File: src/rtl/afs_pkg.sv
// afs_pkg: shared constants and types for the amplifier fault supervisor
package afs_pkg;
    // ***************************************************
    // timing
    // ***************************************************
    localparam int CLK_FREQ_HZ = 125_000_000;
    localparam int OVERLOAD_TIME_US = 1250;             // overload counter, 1.25 ms
    localparam int OVERLOAD_CYCLES = OVERLOAD_TIME_US * (CLK_FREQ_HZ / 1_000_000);
    localparam int RELEASE_HOLD_MS = 1000;              // least wait before clearing overload
    localparam longint RELEASE_HOLD_CYCLES = longint'(RELEASE_HOLD_MS) * (CLK_FREQ_HZ / 1000);
    localparam int RESET_PULSE_CYCLES = 16;             // controller reset pulse width
    // ***************************************************
    // counts and reset values
    // ***************************************************
    localparam int NUM_BRIDGES = 6;
    localparam logic STAGE_EN_RESET = 1'b0;
    localparam logic PIN_HIGH = 1'b1;
    // ***************************************************
    // controller register map (byte addresses)
    // ***************************************************
    localparam logic [31:0] REG_CTRL = 32'h0000_0000;   // bit0 hold reset low, bit1 clear req
    localparam logic [31:0] REG_STATUS = 32'h0000_0004; // bit0 fault, bit1 warn, bit2 wait done
    localparam int CTRL_HOLD_BIT = 0;
    localparam int CTRL_CLEAR_BIT = 1;
    localparam int STAT_FAULT_BIT = 0;
    localparam int STAT_WARN_BIT = 1;
    localparam int STAT_READY_BIT = 2;
    localparam logic [31:0] CTRL_RESET = 32'h0000_0001;
    localparam logic [1:0] HTRANS_NONSEQ = 2'b10;

    typedef enum logic [1:0] {
        AFS_RUN = 2'b00,
        AFS_LIMIT = 2'b01,
        AFS_LATCHED = 2'b11
    } afs_state_type;
endpackage : afs_pkg

File: src/rtl/afs_link_if.sv
// afs_link_if: fault lines and reset between supervisor and controller
`timescale 1ns/100ps
interface afs_link_if;
    logic reset_n;              // controller drives, active low
    logic shutdown_fault_n_o;   // device pulls low
    logic shutdown_fault_n_oe;
    logic overtemp_warn_n_o;
    logic overtemp_warn_n_oe;
    // open-drain wires with pull-up
    logic shutdown_fault_n;
    logic overtemp_warn_n;
    assign shutdown_fault_n = (shutdown_fault_n_oe && !shutdown_fault_n_o) ? 1'b0 : 1'b1;
    assign overtemp_warn_n = (overtemp_warn_n_oe && !overtemp_warn_n_o) ? 1'b0 : 1'b1;
    modport device (input reset_n, output shutdown_fault_n_o, output shutdown_fault_n_oe,
        output overtemp_warn_n_o, output overtemp_warn_n_oe);
    modport host (output reset_n, input shutdown_fault_n, input overtemp_warn_n);
endinterface : afs_link_if

File: src/rtl/afs_sync3.sv
// afs_sync3: three-flop synchroniser accepting a change when stages two and three agree
`timescale 1ns/100ps
module afs_sync3 #(
    parameter int WIDTH = 1,
    parameter logic [WIDTH-1:0] INIT = '0
) (
    input wire logic hclk,
    input wire logic hresetn,
    input wire logic clk_en,
    input wire logic [WIDTH-1:0] async_in,
    output logic [WIDTH-1:0] sync_out
);
    logic [WIDTH-1:0] stage1;
    logic [WIDTH-1:0] stage2;
    logic [WIDTH-1:0] stage3;
    // ***************************************************
    // shift chain
    // ***************************************************
    always_ff @(posedge hclk or negedge hresetn) begin
        if (!hresetn) begin
            stage1 <= INIT;
            stage2 <= INIT;
            stage3 <= INIT;
        end else if (clk_en) begin
            stage1 <= async_in;
            stage2 <= stage1;
            stage3 <= stage2;
        end
    end
    // per-bit agreement filter
    genvar i;
    generate
        for (i = 0; i < WIDTH; i++) begin : g_bit
            always_ff @(posedge hclk or negedge hresetn) begin
                if (!hresetn) begin
                    sync_out[i] <= INIT[i];
                end else if (clk_en && (stage2[i] == stage3[i])) begin
                    sync_out[i] <= stage3[i];
                end
            end
        end
    endgenerate
endmodule : afs_sync3

File: src/rtl/afs_device.sv
// afs_device: fault supervisor logic of the power stage
// Operation
// - outputs hi-z until both supplies good
// - controller should hold reset during ramp
// - fully operational while supplies above threshold
// - controller should hold reset during power-down
// - fault lines are active-low open-drain
// - shutdown line low on any shutdown fault
// - warning line low above warning comparator
// - two-line status encoding as tabled
// - reset low releases both fault lines
// - controller should react to warning
// - any fault: hi-z and shutdown low
// - auto recovery except latched overload
// - controller clears overload after one second
// - overcurrent limits current first
// - persistent overcurrent latches overload shutdown
// - temperature error forces thermal shutdown
// - each transistor detector monitored independently
// - reset rising edge clears overload latch
// - reset low forces all bridges hi-z
// - overload counter times persistent overcurrent
`timescale 1ns/100ps
module afs_device #(
    parameter int NUM_BRIDGES = afs_pkg::NUM_BRIDGES,
    parameter int OVERLOAD_CYCLES = afs_pkg::OVERLOAD_CYCLES
) (
    input wire logic hclk,
    input wire logic hresetn,
    input wire logic clk_en,
    afs_link_if.device link,
    input wire logic gate_supply_ok,
    input wire logic common_supply_ok,
    input wire logic overtemp_warn,
    input wire logic overtemp_error,
    input wire logic [NUM_BRIDGES-1:0] oc_high,
    input wire logic [NUM_BRIDGES-1:0] oc_low,
    output logic [NUM_BRIDGES-1:0] bridge_enable,
    output logic current_limit,
    output logic overload_latch,
    output logic supply_undervolt
);
    import afs_pkg::*;

    localparam int IN_W = 5 + 2 * NUM_BRIDGES;
    localparam int CNT_W = $clog2(OVERLOAD_CYCLES + 1);
    localparam logic [CNT_W-1:0] CNT_LAST = CNT_W'(OVERLOAD_CYCLES - 1);

    logic [IN_W-1:0] raw_in;
    logic [IN_W-1:0] sync_in;
    logic gate_ok_s;
    logic common_ok_s;
    logic warn_s;
    logic error_s;
    logic reset_n_s;
    logic reset_n_d;
    logic [NUM_BRIDGES-1:0] oc_high_s;
    logic [NUM_BRIDGES-1:0] oc_low_s;
    logic any_oc;
    logic undervolt;
    logic shutdown;
    afs_state_type state;
    logic [CNT_W-1:0] ol_count;

    // ***************************************************
    // input synchronisation
    // ***************************************************
    assign raw_in = {link.reset_n, gate_supply_ok, common_supply_ok, overtemp_warn,
        overtemp_error, oc_high, oc_low};
    // supplies start bad, reset starts asserted
    afs_sync3 #(.WIDTH(IN_W), .INIT('0)) u_sync (
        .hclk(hclk),
        .hresetn(hresetn),
        .clk_en(clk_en),
        .async_in(raw_in),
        .sync_out(sync_in)
    );
    assign {reset_n_s, gate_ok_s, common_ok_s, warn_s, error_s, oc_high_s, oc_low_s} = sync_in;

    // ***************************************************
    // fault decode
    // ***************************************************
    // each detector of every transistor feeds the same or-tree
    assign any_oc = |{oc_high_s, oc_low_s};
    // both supplies monitored independently
    assign undervolt = !(gate_ok_s && common_ok_s);
    // self-recovering faults plus latched overload
    assign shutdown = undervolt || error_s || (state == AFS_LATCHED);

    // reset edge tracker
    always_ff @(posedge hclk or negedge hresetn) begin
        if (!hresetn) begin
            reset_n_d <= 1'b0;
        end else if (clk_en) begin
            reset_n_d <= reset_n_s;
        end
    end

    // ***************************************************
    // overload state machine
    // ***************************************************
    always_ff @(posedge hclk or negedge hresetn) begin
        if (!hresetn) begin
            state <= AFS_RUN;
            ol_count <= '0;
        end else if (clk_en) begin
            case (state)
                AFS_RUN: begin
                    ol_count <= '0;
                    if (any_oc && reset_n_s && !undervolt) begin
                        state <= AFS_LIMIT;
                    end
                end
                AFS_LIMIT: begin
                    if (!any_oc || !reset_n_s) begin
                        state <= AFS_RUN;
                        ol_count <= '0;
                    end else if (ol_count == CNT_LAST) begin
                        state <= AFS_LATCHED;
                    end else begin
                        ol_count <= ol_count + 1'b1;
                    end
                end
                AFS_LATCHED: begin
                    ol_count <= '0;
                    if (reset_n_s && !reset_n_d) begin
                        state <= AFS_RUN;
                    end
                end
                default: begin
                    state <= AFS_RUN;
                    ol_count <= '0;
                end
            endcase
        end
    end

    // ***************************************************
    // power stage and status outputs
    // ***************************************************
    // bridges run only when reset high and no shutdown
    always_ff @(posedge hclk or negedge hresetn) begin
        if (!hresetn) begin
            bridge_enable <= {NUM_BRIDGES{STAGE_EN_RESET}};
            current_limit <= 1'b0;
            overload_latch <= 1'b0;
            supply_undervolt <= 1'b0;
        end else if (clk_en) begin
            bridge_enable <= {NUM_BRIDGES{reset_n_s && !shutdown}};
            current_limit <= (state == AFS_LIMIT) && any_oc;
            overload_latch <= (state == AFS_LATCHED);
            supply_undervolt <= undervolt;
        end
    end

    // open-drain fault lines; drive low only, reset releases both
    always_ff @(posedge hclk or negedge hresetn) begin
        if (!hresetn) begin
            link.shutdown_fault_n_o <= 1'b0;
            link.shutdown_fault_n_oe <= 1'b0;
            link.overtemp_warn_n_o <= 1'b0;
            link.overtemp_warn_n_oe <= 1'b0;
        end else if (clk_en) begin
            link.shutdown_fault_n_o <= 1'b0;
            link.overtemp_warn_n_o <= 1'b0;
            link.shutdown_fault_n_oe <= reset_n_s && shutdown;
            link.overtemp_warn_n_oe <= reset_n_s && (warn_s || error_s);
        end
    end
endmodule : afs_device

File: src/flat_wrapper.sv
// flat-port wrapper written by rule: the top's interface ports become plain ports
module afs_device_flat import afs_pkg::*;
#(
    parameter int NUM_BRIDGES = afs_pkg::NUM_BRIDGES,
    parameter int OVERLOAD_CYCLES = afs_pkg::OVERLOAD_CYCLES
)
  (hclk, hresetn, clk_en, gate_supply_ok, common_supply_ok, overtemp_warn, overtemp_error, oc_high, oc_low, bridge_enable, current_limit, overload_latch, supply_undervolt, link_reset_n, link_shutdown_fault_n_o, link_shutdown_fault_n_oe, link_overtemp_warn_n_o, link_overtemp_warn_n_oe);
  afs_link_if link_i ();
  input wire logic hclk;
  input wire logic hresetn;
  input wire logic clk_en;
  input wire logic gate_supply_ok;
  input wire logic common_supply_ok;
  input wire logic overtemp_warn;
  input wire logic overtemp_error;
  input wire logic [NUM_BRIDGES-1:0] oc_high;
  input wire logic [NUM_BRIDGES-1:0] oc_low;
  output logic [NUM_BRIDGES-1:0] bridge_enable;
  output logic current_limit;
  output logic overload_latch;
  output logic supply_undervolt;
  input wire logic [$bits(link_i.reset_n)-1:0] link_reset_n;
  output wire logic [$bits(link_i.shutdown_fault_n_o)-1:0] link_shutdown_fault_n_o;
  output wire logic [$bits(link_i.shutdown_fault_n_oe)-1:0] link_shutdown_fault_n_oe;
  output wire logic [$bits(link_i.overtemp_warn_n_o)-1:0] link_overtemp_warn_n_o;
  output wire logic [$bits(link_i.overtemp_warn_n_oe)-1:0] link_overtemp_warn_n_oe;
  assign link_i.reset_n = link_reset_n;
  assign link_shutdown_fault_n_o = link_i.shutdown_fault_n_o;
  assign link_shutdown_fault_n_oe = link_i.shutdown_fault_n_oe;
  assign link_overtemp_warn_n_o = link_i.overtemp_warn_n_o;
  assign link_overtemp_warn_n_oe = link_i.overtemp_warn_n_oe;
  afs_device #(.NUM_BRIDGES(NUM_BRIDGES), .OVERLOAD_CYCLES(OVERLOAD_CYCLES)) u_core (.hclk(hclk), .hresetn(hresetn), .clk_en(clk_en), .link(link_i), .gate_supply_ok(gate_supply_ok), .common_supply_ok(common_supply_ok), .overtemp_warn(overtemp_warn), .overtemp_error(overtemp_error), .oc_high(oc_high), .oc_low(oc_low), .bridge_enable(bridge_enable), .current_limit(current_limit), .overload_latch(overload_latch), .supply_undervolt(supply_undervolt));
endmodule
File: config.mk
export PLATFORM = sky130hd
export DESIGN_NAME = afs_device_flat
export DESIGN_NICKNAME = d
export VERILOG_FILES = /design/src/rtl/afs_pkg.sv /design/src/rtl/afs_link_if.sv /design/src/rtl/afs_sync3.sv /design/src/rtl/afs_device.sv /design/src/flat_wrapper.sv
export SDC_FILE = /design/constraint.sdc
export NUM_CORES = 1
export LEC_CHECK = 0
export ABC_CLOCK_PERIOD_IN_PS = 4100
export BUFFER_PORTS_ARGS = -buffer_cell sky130_fd_sc_hd__clkbuf_2
export CAP_MARGIN = 30
export CORE_MARGIN = 2
export CORE_UTILIZATION = 64
export CTS_CLUSTER_SIZE = 20
export DETAILED_ROUTE_END_ITERATION = 8
export PLACE_DENSITY = 0.81
export SYNTH_ARGS = -nofsm -noshare
export SYNTH_HDL_FRONTEND = slang
export SYNTH_SLANG_ARGS = --single-unit
File: constraint.sdc
create_clock -name hclk -period 4.1 [get_ports hclk]
set_input_delay 0.41 -clock hclk [delete_from_list [all_inputs] [get_ports hclk]]
set_output_delay 0.41 -clock hclk [all_outputs]
set_load 0.02 [all_outputs]
==> results of run 1 <==
synthesized netlist by cell type (5+ instances only):
master                     number
sky130_fd_sc_hd__a21oi_1       20
sky130_fd_sc_hd__a31oi_1        5
sky130_fd_sc_hd__buf_1          5
sky130_fd_sc_hd__buf_4          7
sky130_fd_sc_hd__clkbuf_1       8
sky130_fd_sc_hd__dfrtp_1       95
sky130_fd_sc_hd__inv_1         24
sky130_fd_sc_hd__mux2_2        35
sky130_fd_sc_hd__nand2_1       39
sky130_fd_sc_hd__nand3_1        7
sky130_fd_sc_hd__nor2_1         6
sky130_fd_sc_hd__nor3_1         5
sky130_fd_sc_hd__nor4_1         6
sky130_fd_sc_hd__o21ai_0       61
sky130_fd_sc_hd__o21ai_1       10
sky130_fd_sc_hd__o31ai_1        7
per-layer routing:
metal / vias up / GRT usage [%]
li1: 1407 / -
met2: 56 / 34.3
met5: - / 0
met4: 0 / 11.1
met1: 1416 / 32.2
met3: 13 / 2.95
logic make-up after synthesis:
family	Yosys count	share of synthesized area, %
other	1	0.0902
and+or+nand+nor	82	9.90
AOI/OAI and AO/OA	122	16.7
buffers and inverters	49	5.87
adders and majority gates	2	0.602
muxes	36	9.72
DFF	95	57.2
state kept, by name, indices dropped and copies added (netlist names):
| register | count |
|---|---|
| u_core.overload_latch | 1 |
| u_core.u_sync.sync_out | 17 |
| u_core.reset_n_d | 1 |
| u_core.u_sync.stage1 | 17 |
| u_core.u_sync.stage3 | 17 |
| u_core.link.shutdown_fault_n_oe | 1 |
| u_core.bridge_enable | 1 |
| u_core.supply_undervolt | 1 |
| u_core.current_limit | 1 |
| u_core.link.overtemp_warn_n_oe | 1 |
| u_core.u_sync.stage2 | 17 |
| u_core.ol_count | 18 |
| u_core.state | 2 |
critical path, cell delays in order (launching register included):
cell,delay (ns)
sky130_fd_sc_hd__dfrtp_1,0.41
sky130_fd_sc_hd__or4_1,0.59
sky130_fd_sc_hd__o31a_1,0.47
sky130_fd_sc_hd__nand2_4,0.24
sky130_fd_sc_hd__nor4_1,0.08
sky130_fd_sc_hd__a21o_1,0.15
per-stage QoR:
stage	util, %	hold WS (ns)	power [W]	setup slack (ns)
floorplan	-	0.114	0.00157	2.28
global placement	67.8	0.475	0.00165	1.93
detailed placement	67.8	0.475	0.00169	1.91
CTS	70.7	0.125	0.00226	2.04
global route	70.7	0.182	0.00238	1.92
finish	70.7	0.0988	0.00225	2.04
final cells by class:
type	instances	area [um^2]
Tap cell	77	96.3
Inverter	24	90.1
Clock inverter	4	28.8
Fill cell	455	1850
Clock buffer	12	155
Sequential cell	95	2380
Timing Repair Buffer	33	178
Multi-Input combinational cell	244	1540
power breakdown:
group	internal [W]	leakage, nW	switching [W]
clock	0.000255	0.0890	0.000319
sequential	0.00111	1.16	0.000134
combinational	0.000182	0.707	0.000252
layout by cell type, fill, tap and decap left out, types with 4 or more instances in the layout:
master and n:
sky130_fd_sc_hd__a21oi_1 20, sky130_fd_sc_hd__dfrtp_1 95, sky130_fd_sc_hd__clkbuf_2 28, sky130_fd_sc_hd__a21o_1 4, sky130_fd_sc_hd__nor3_1 5, sky130_fd_sc_hd__mux2_2 35, sky130_fd_sc_hd__inv_1 24, sky130_fd_sc_hd__o21ai_0 61
sky130_fd_sc_hd__nor2_1 6, sky130_fd_sc_hd__clkbuf_8 11, sky130_fd_sc_hd__nand2_1 39, sky130_fd_sc_hd__a31oi_1 5, sky130_fd_sc_hd__o21ai_1 10, sky130_fd_sc_hd__nand3_1 7, sky130_fd_sc_hd__buf_4 5, sky130_fd_sc_hd__o31ai_1 7
sky130_fd_sc_hd__nor4_1 6
worst max-delay path by stage:
stage,from,end,slack (ns),cells past startpoint
after floorplan,u_core.u_sync.sync_out[0]$_DFFE_PN0P_,u_core.ol_count[16]$_DFFE_PN0P_,2.28,6
after global placement,clk_en,u_core.ol_count[6]$_DFFE_PN0P_,1.93,5
after detailed placement,clk_en,u_core.ol_count[6]$_DFFE_PN0P_,1.91,5
after CTS,u_core.u_sync.sync_out[7]$_DFFE_PN0P_,u_core.ol_count[6]$_DFFE_PN0P_,2.04,5
after global routing,u_core.ol_count[0]$_DFFE_PN0P_,u_core.ol_count[14]$_DFFE_PN0P_,1.92,6
final,u_core.u_sync.sync_out[7]$_DFFE_PN0P_,u_core.ol_count[6]$_DFFE_PN0P_,2.04,5
==> results by stage, run 1 <==
Status:
- The run finished with clean final reports.

Final layout:
- The number of nets in the finished design is 429.
- The number of antenna diodes in the final layout is 0.
- The finished layout cell area is 4470 um^2.
- Compared with the post-synthesis result, the final layout area differs by 7.40%.
- In the final layout, the share of cells above drive strength 1 is 21.4%.
- The post-layout instance count excluding filler cells is 489.

Synth:
- The count of warnings emitted by yosys is 0.
- The cell area that synthesis handed to floorplanning was just over 4000 um^2.
- The most used flip-flop cell after synthesis is sky130_fd_sc_hd__dfrtp_1.
- After synthesis, the mean cell area works out to 10.7 um^2.
- The post-synthesis sequential area ratio is 57.2%.
- The number of enable-type register cells in the synthesized netlist is 0.
- Sorting the synthesized cells by area gives the leading types as sky130_fd_sc_hd__dfrtp_1 57%, sky130_fd_sc_hd__mux2_2 9.5%, sky130_fd_sc_hd__o21ai_0 7.3%.
- The share of synthesized flip-flops with an asynchronous set or reset is 100%.
- The post-synthesis cell type with the largest combined area is sky130_fd_sc_hd__dfrtp_1.
- Synthesis produced a netlist whose cell count is a little under 400.
- The synthesized design devotes to its leading area cell type 57.2% of total area.
- The number of storage elements in the synthesis netlist is 95.
- Yosys mapped the design onto 44 distinct sky130hd cell types.

CTS:
- Once the clock tree was built, the resizer swapped 0 gates to a different size.
- The CTS tree is built.
- The register clock-pin slew on the reported worst setup and hold paths is 0.09 ns.
- CTS saw 95 sinks.
- The cell chosen for the clock root is sky130_fd_sc_hd__clkbuf_8.
- The clock latency of the later-clocked register in the worst-skew pair is approximately 0.36 ns.
- In this run, post-CTS hold repair placed 0 buffers.
- The post-CTS setup buffer count is 0.
- The H-tree depth is 3.
- Buffers inserted during clock tree synthesis total 9.
- The largest buffer count on any clock path is 2.

Drt:
- The final route contains 2892 vias.
- Wire segments on met2 add up to between 3000 and 4000 um in the final route.
- The met1 layer wirelength in the final routing is roughly 3600 um.
- The detailed router finished its first iteration with 163 violations.
- The detailed-route wire length is ~7400 um.
- In the detailed route, the total length drawn on met3 is 270 um.
- The mean number of vias per cell is 5.91.
- The highest layer used for signal routing is met4.
- The pre-antenna-repair detailed-routing pass consisted of 4 iterations.
- The routed wirelength normalized by instance count is 15.1 um.
- The detail route stage leaves a number of antenna-violating nets equal to 0.
- The residual DRC count is 0.

Setup path:
- The setup path with the least slack is of type reg -> reg.
- The nature of the critical path startpoint is a flop.
- The worst setup path is captured at a flop.
- STA puts the critical path data required time at 4.35 ns.
- The logic depth of the worst register-to-register path is 5.
- The endpoint of the most critical register-to-register path is u_core.ol_count[6]$_DFFE_PN0P_.
- The startpoint of the worst register-to-register path is u_core.u_sync.sync_out[7]$_DFFE_PN0P_.
- Along the worst path, the maximum fanout reaches 14.
- The slack of the worst reg-to-reg path is 2.04 ns.
- STA puts the critical path data arrival time at roughly 2.3 ns.

Placed design:
- Summing all placed instances gives a cell area of 4280 um^2.
- Buffers placed on the I/O ports in this run total 30.
- Summed over all nets, the half-perimeter wirelength after detailed placement is about 4600 um.
- The number of cells after detailed placement is approximately 470.
- At the end of routability-driven placement, the weighted congestion stood at around 0.81.

Power:
- The maximum vdd drop is 0.000338 V.
- For this design the ratio of total power to cell area is 503 nW/um^2.
- The reported leakage power is 1.96 nW.

STA:
- The final setup skew is 0.00910 ns.
- The count of final hold-check violations is 0.
- The slew at the pin with the worst max-slew slack is 0.834 ns.
- Subtracting the final worst setup slack from the clock period gives 2.06 ns.
- In the finished design, the share of the clock period the worst path needs comes to 50.3%.
- Setup violations remaining at the end of the flow were counted as 0.
- Measured against its own limit, the worst slew margin works out to ~44%.
- The highest clock rate is 485 MHz.
- The setup TNS after final layout is 0 ns.
- Setup repair after global routing left no endpoint under its margin.
- The final count of pins violating max slew is 0.

Global route:
- The global-route wire length before repair is 13000 um.
- The total routing usage reported by global routing is 22.5%.
- The overall overflow remaining after global route is 0.
- The via count of the first global-routing pass is 2812.
- The initial antenna violation count came to 0.
- The largest net degree at the start of global routing is 63.

Worst hold path:
- The type of the most critical hold path is in -> async.

Floorplanning:
- The die area is 7160 um^2.
- During I/O placement, the number of pins put on the boundary was 33.
- The number of rows created at floorplan is 29.
- The core region is 6310 um^2.
- The height of the die is between 80 and 90 um.
- From left edge to right edge, the die measures 84.6 um.
- The initial utilization of the core area, before any placement, comes to 65.9%.

Run:
- The max-cap check violation count is 0.
No activity file was read; power rests on OpenSTA's default activity.
==> run 2: changes to the inputs <==
Settings changed: ABC_CLOCK_PERIOD_IN_PS 4100 to 2100, CORE_UTILIZATION 64 to 59, PLACE_DENSITY 0.81 to 0.76.
Clock period 4.1 ns to 2.1 ns, I/O delays scaled along.
==> results by stage, run 2 (synthesized netlist as in run 1, its figures left out) <==
Status:
- The run finished with clean final reports.

Power:
- The reported leakage power is 2.02 nW.
- The net switching fraction of the power is between 30% and 40%.
- Internal power comes to around 0.0032 W.
- Dividing total power by cell area gives a power density of roughly 990 nW/um^2.
- For this design the total switching power over the nets is 0.00140 W.
- Sequential cells account for 52.8% of the total power.
- The share of power burned in the clock network is 27.8%.
- The share of total power dissipated in combinational logic is 19.3%.
- The worst-case IR drop observed on VDD is 0.000619 V.

STA:
- Headroom to the max-slew limit came out at 46.4%.
- Based on the critical path, the design can be clocked at up to 499 MHz.
- At the pin with the least slew margin, the transition time is about 0.8 ns.
- The setup-violating endpoint count in the final report is 0.
- The final period demand of the worst path is 2.00 ns.
- The final count of pins violating max slew is 0.
- The post-layout worst setup margin is 0.0952 ns.
- Setup repair after global routing left no endpoint under its margin.
- The worst path uses 95.5% of the clock period.
- The count of final hold-check violations came to 0.
- Setup total negative slack on the finished layout was measured at 0 ns.
- The final setup skew is 0.00776 ns.

Final layout:
- The filler cell count is about 520.
- The most flop-heavy register is u_core.ol_count.
- The layout-stage area growth over the synthesis result is 10.7%.
- Leaving out fill and tap cells, the most frequent cell in the layout is sky130_fd_sc_hd__dfrtp_1.
- The register with the most flip-flops in the layout has 18 of them.
- In the final layout, the share of cells above drive strength 1 is ~23%.
- At the end of the flow the core is filled with cells to 67.8%.
- The number of antenna repair diodes is 0.
- The multi-input combinational cells in the finished layout cover a total of 1540 um^2.
- The register area is 2380 um^2.
- The number of nets in the finished design is 436.
- In the layout the commonest cells are 95 x sky130_fd_sc_hd__dfrtp_1, 61 x sky130_fd_sc_hd__o21ai_0, 39 x sky130_fd_sc_hd__nand2_1.

Floorplanning:
- The chip width is 88.0 um.
- The height of the die is 88.0 um.
- The initial utilization of the core area, before any placement, comes to roughly three fifths.
- The floorplan core area is ~6800 um^2.
- The number of rows created at floorplan is 30.
- The top-level I/O count is 33.
- The die area is ~7700 um^2.

Worst hold path:
- In this run the most critical hold path is launched from oc_high[1].
- The type of the most critical hold path is in -> reg.
- The worst hold path was traced through 2 stages.
- The path with the worst hold slack has its endpoint at u_core.u_sync.stage1[7]$_DFFE_PN0P_.

Drt:
- The mean number of vias per cell is 5.67.
- The pre-antenna-repair detailed-routing pass consisted of 4 iterations.
- The number of design-rule violations left by the first detailed-router iteration is 273.
- In this run the remaining antenna-violating nets after routing total 0.
- The routed wirelength normalized by instance count is 14.8 um.
- The residual DRC count is 0.
- Summing over every cut layer, the via total after detailed routing is 2921.
- For this block, the routed nets add up to between 7000 and 8000 um of wire.

Global route:
- For this run the aggregate overflow at the end of global routing stands at 0.
- The global-route wire length before repair is 13200 um.
- In the global route stage, overall resource usage came out at 22.3%.
- The via count of the first global-routing pass was 2799.
- The initial antenna violation count is 0.
- The largest net degree at the start of global routing is 80.

Setup path:
- STA classifies the critical path endpoint as a flop.
- The startpoint of the worst register-to-register path is u_core.u_sync.sync_out[0]$_DFFE_PN0P_.
- Data on the critical path arrives at its endpoint at 2.26 ns.
- At the worst endpoint, the required time is 2.36 ns.
- For the worst flop-to-flop path, the logic depth is 5.
- Across all register-to-register paths, the minimum setup slack is about 0.095 ns.
- The worst setup path is launched from a flop.
- Along the worst path, the maximum fanout reaches 14.
- The endpoint of the most critical register-to-register path is u_core.ol_count[6]$_DFFE_PN0P_.
- The setup path with the least slack is of type reg -> reg.

Placed design:
- The estimated wirelength of the detail-placed design is 5010 um.
- The placement-stage worst setup slack is 0.0807 ns.
- Input and output buffers added on the ports amount to 30.
- The congestion estimate from routability-driven global placement came to just under 0.9.

CTS:
- The largest buffer count on any clock path is 2.
- The number of buffers created by CTS is 9.
- Once the clock tree was built, the setup fixing pass inserted 0 buffers.
- CTS placed an instance of sky130_fd_sc_hd__clkbuf_8 at the clock tree root.
- The CTS tree is built.
- The register clock-pin slew on the reported worst setup and hold paths is 0.09 ns.
- The H-tree depth is 3.
- Clock latency on the worst-skew pair, taken at its later pin, is roughly 0.36 ns.
- Counting every sink on the clock net gives 95.

Run:
- Max-cap violations in this run came to 0.
## run 2: timing repair
item,4_1_cts,5_1_grt
endpoints found under the setup margin,0,2
hold buffers,1,0
resized for setup,0,1
hold endpoints to repair,38,0
## run 2: stage by stage
step	cell area [um^2]	hold WS, ns	total power [W]	cells
2_1_floorplan	4160	-0.0856	0.00306	388
3_3_place_gp	4380	0.233	0.00326	498
3_5_place_dp	4380	0.237	0.00333	498
4_1_cts	4600	0.0553	0.00459	515
5_1_grt	4600	0.0604	0.00484	515
6_report	4600	0.0712	0.00456	515
## run 2: worst max-delay path: stages (launching register included)
cell and delay (ns):
sky130_fd_sc_hd__dfrtp_1 0.39, sky130_fd_sc_hd__or4_1 0.59, sky130_fd_sc_hd__o31a_2 0.48, sky130_fd_sc_hd__nand2_4 0.20, sky130_fd_sc_hd__nor4_1 0.08, sky130_fd_sc_hd__a21o_1 0.15
## run 2: how the worst max path moves through the flow
stage                                               start                               to  cells past startpoint
CTS                 u_core.u_sync.sync_out[0]$_DFFE_PN0P_   u_core.ol_count[6]$_DFFE_PN0P_                      5
global route        u_core.u_sync.sync_out[0]$_DFFE_PN0P_   u_core.ol_count[6]$_DFFE_PN0P_                      5
detailed placement  u_core.u_sync.sync_out[0]$_DFFE_PN0P_   u_core.ol_count[6]$_DFFE_PN0P_                      5
global placement    u_core.u_sync.sync_out[0]$_DFFE_PN0P_   u_core.ol_count[6]$_DFFE_PN0P_                      5
floorplan           u_core.u_sync.sync_out[0]$_DFFE_PN0P_  u_core.ol_count[16]$_DFFE_PN0P_                      6
finish              u_core.u_sync.sync_out[0]$_DFFE_PN0P_   u_core.ol_count[6]$_DFFE_PN0P_                      5
## run 2: per-layer routing
| layer | up-vias | global-route usage, % | wire [um] |
|---|---|---|---|
| li1 | 1417 | - | - |
| met1 | 1435 | 31.7 | 3640 |
| met2 | 58 | 34.0 | 3600 |
| met3 | 11 | 4.34 | 255 |
| met4 | 0 | 9.23 | 126 |
| met5 | - | 0 | 0 |
## run 2: layout make-up
class / count / share of cell area (%)
Sequential cell: 95 / 51.6
Multi-Input combinational cell: 244 / 33.5
Timing Repair Buffer: 40 / 5.60
Clock buffer: 11 / 3.29
Tap cell: 96 / 2.61
Inverter: 24 / 1.96
Clock inverter: 5 / 1.39
## run 2: power by group through the flow
stage          registers [W]  logic, W  clock network (W)
3_3_place_gp         0.00242  0.000838                  0
6_report             0.00241  0.000882            0.00127
2_1_floorplan        0.00242  0.000640                  0
3_5_place_dp         0.00244  0.000884                  0
4_1_cts              0.00241  0.000889            0.00130
5_1_grt              0.00246   0.00101            0.00137
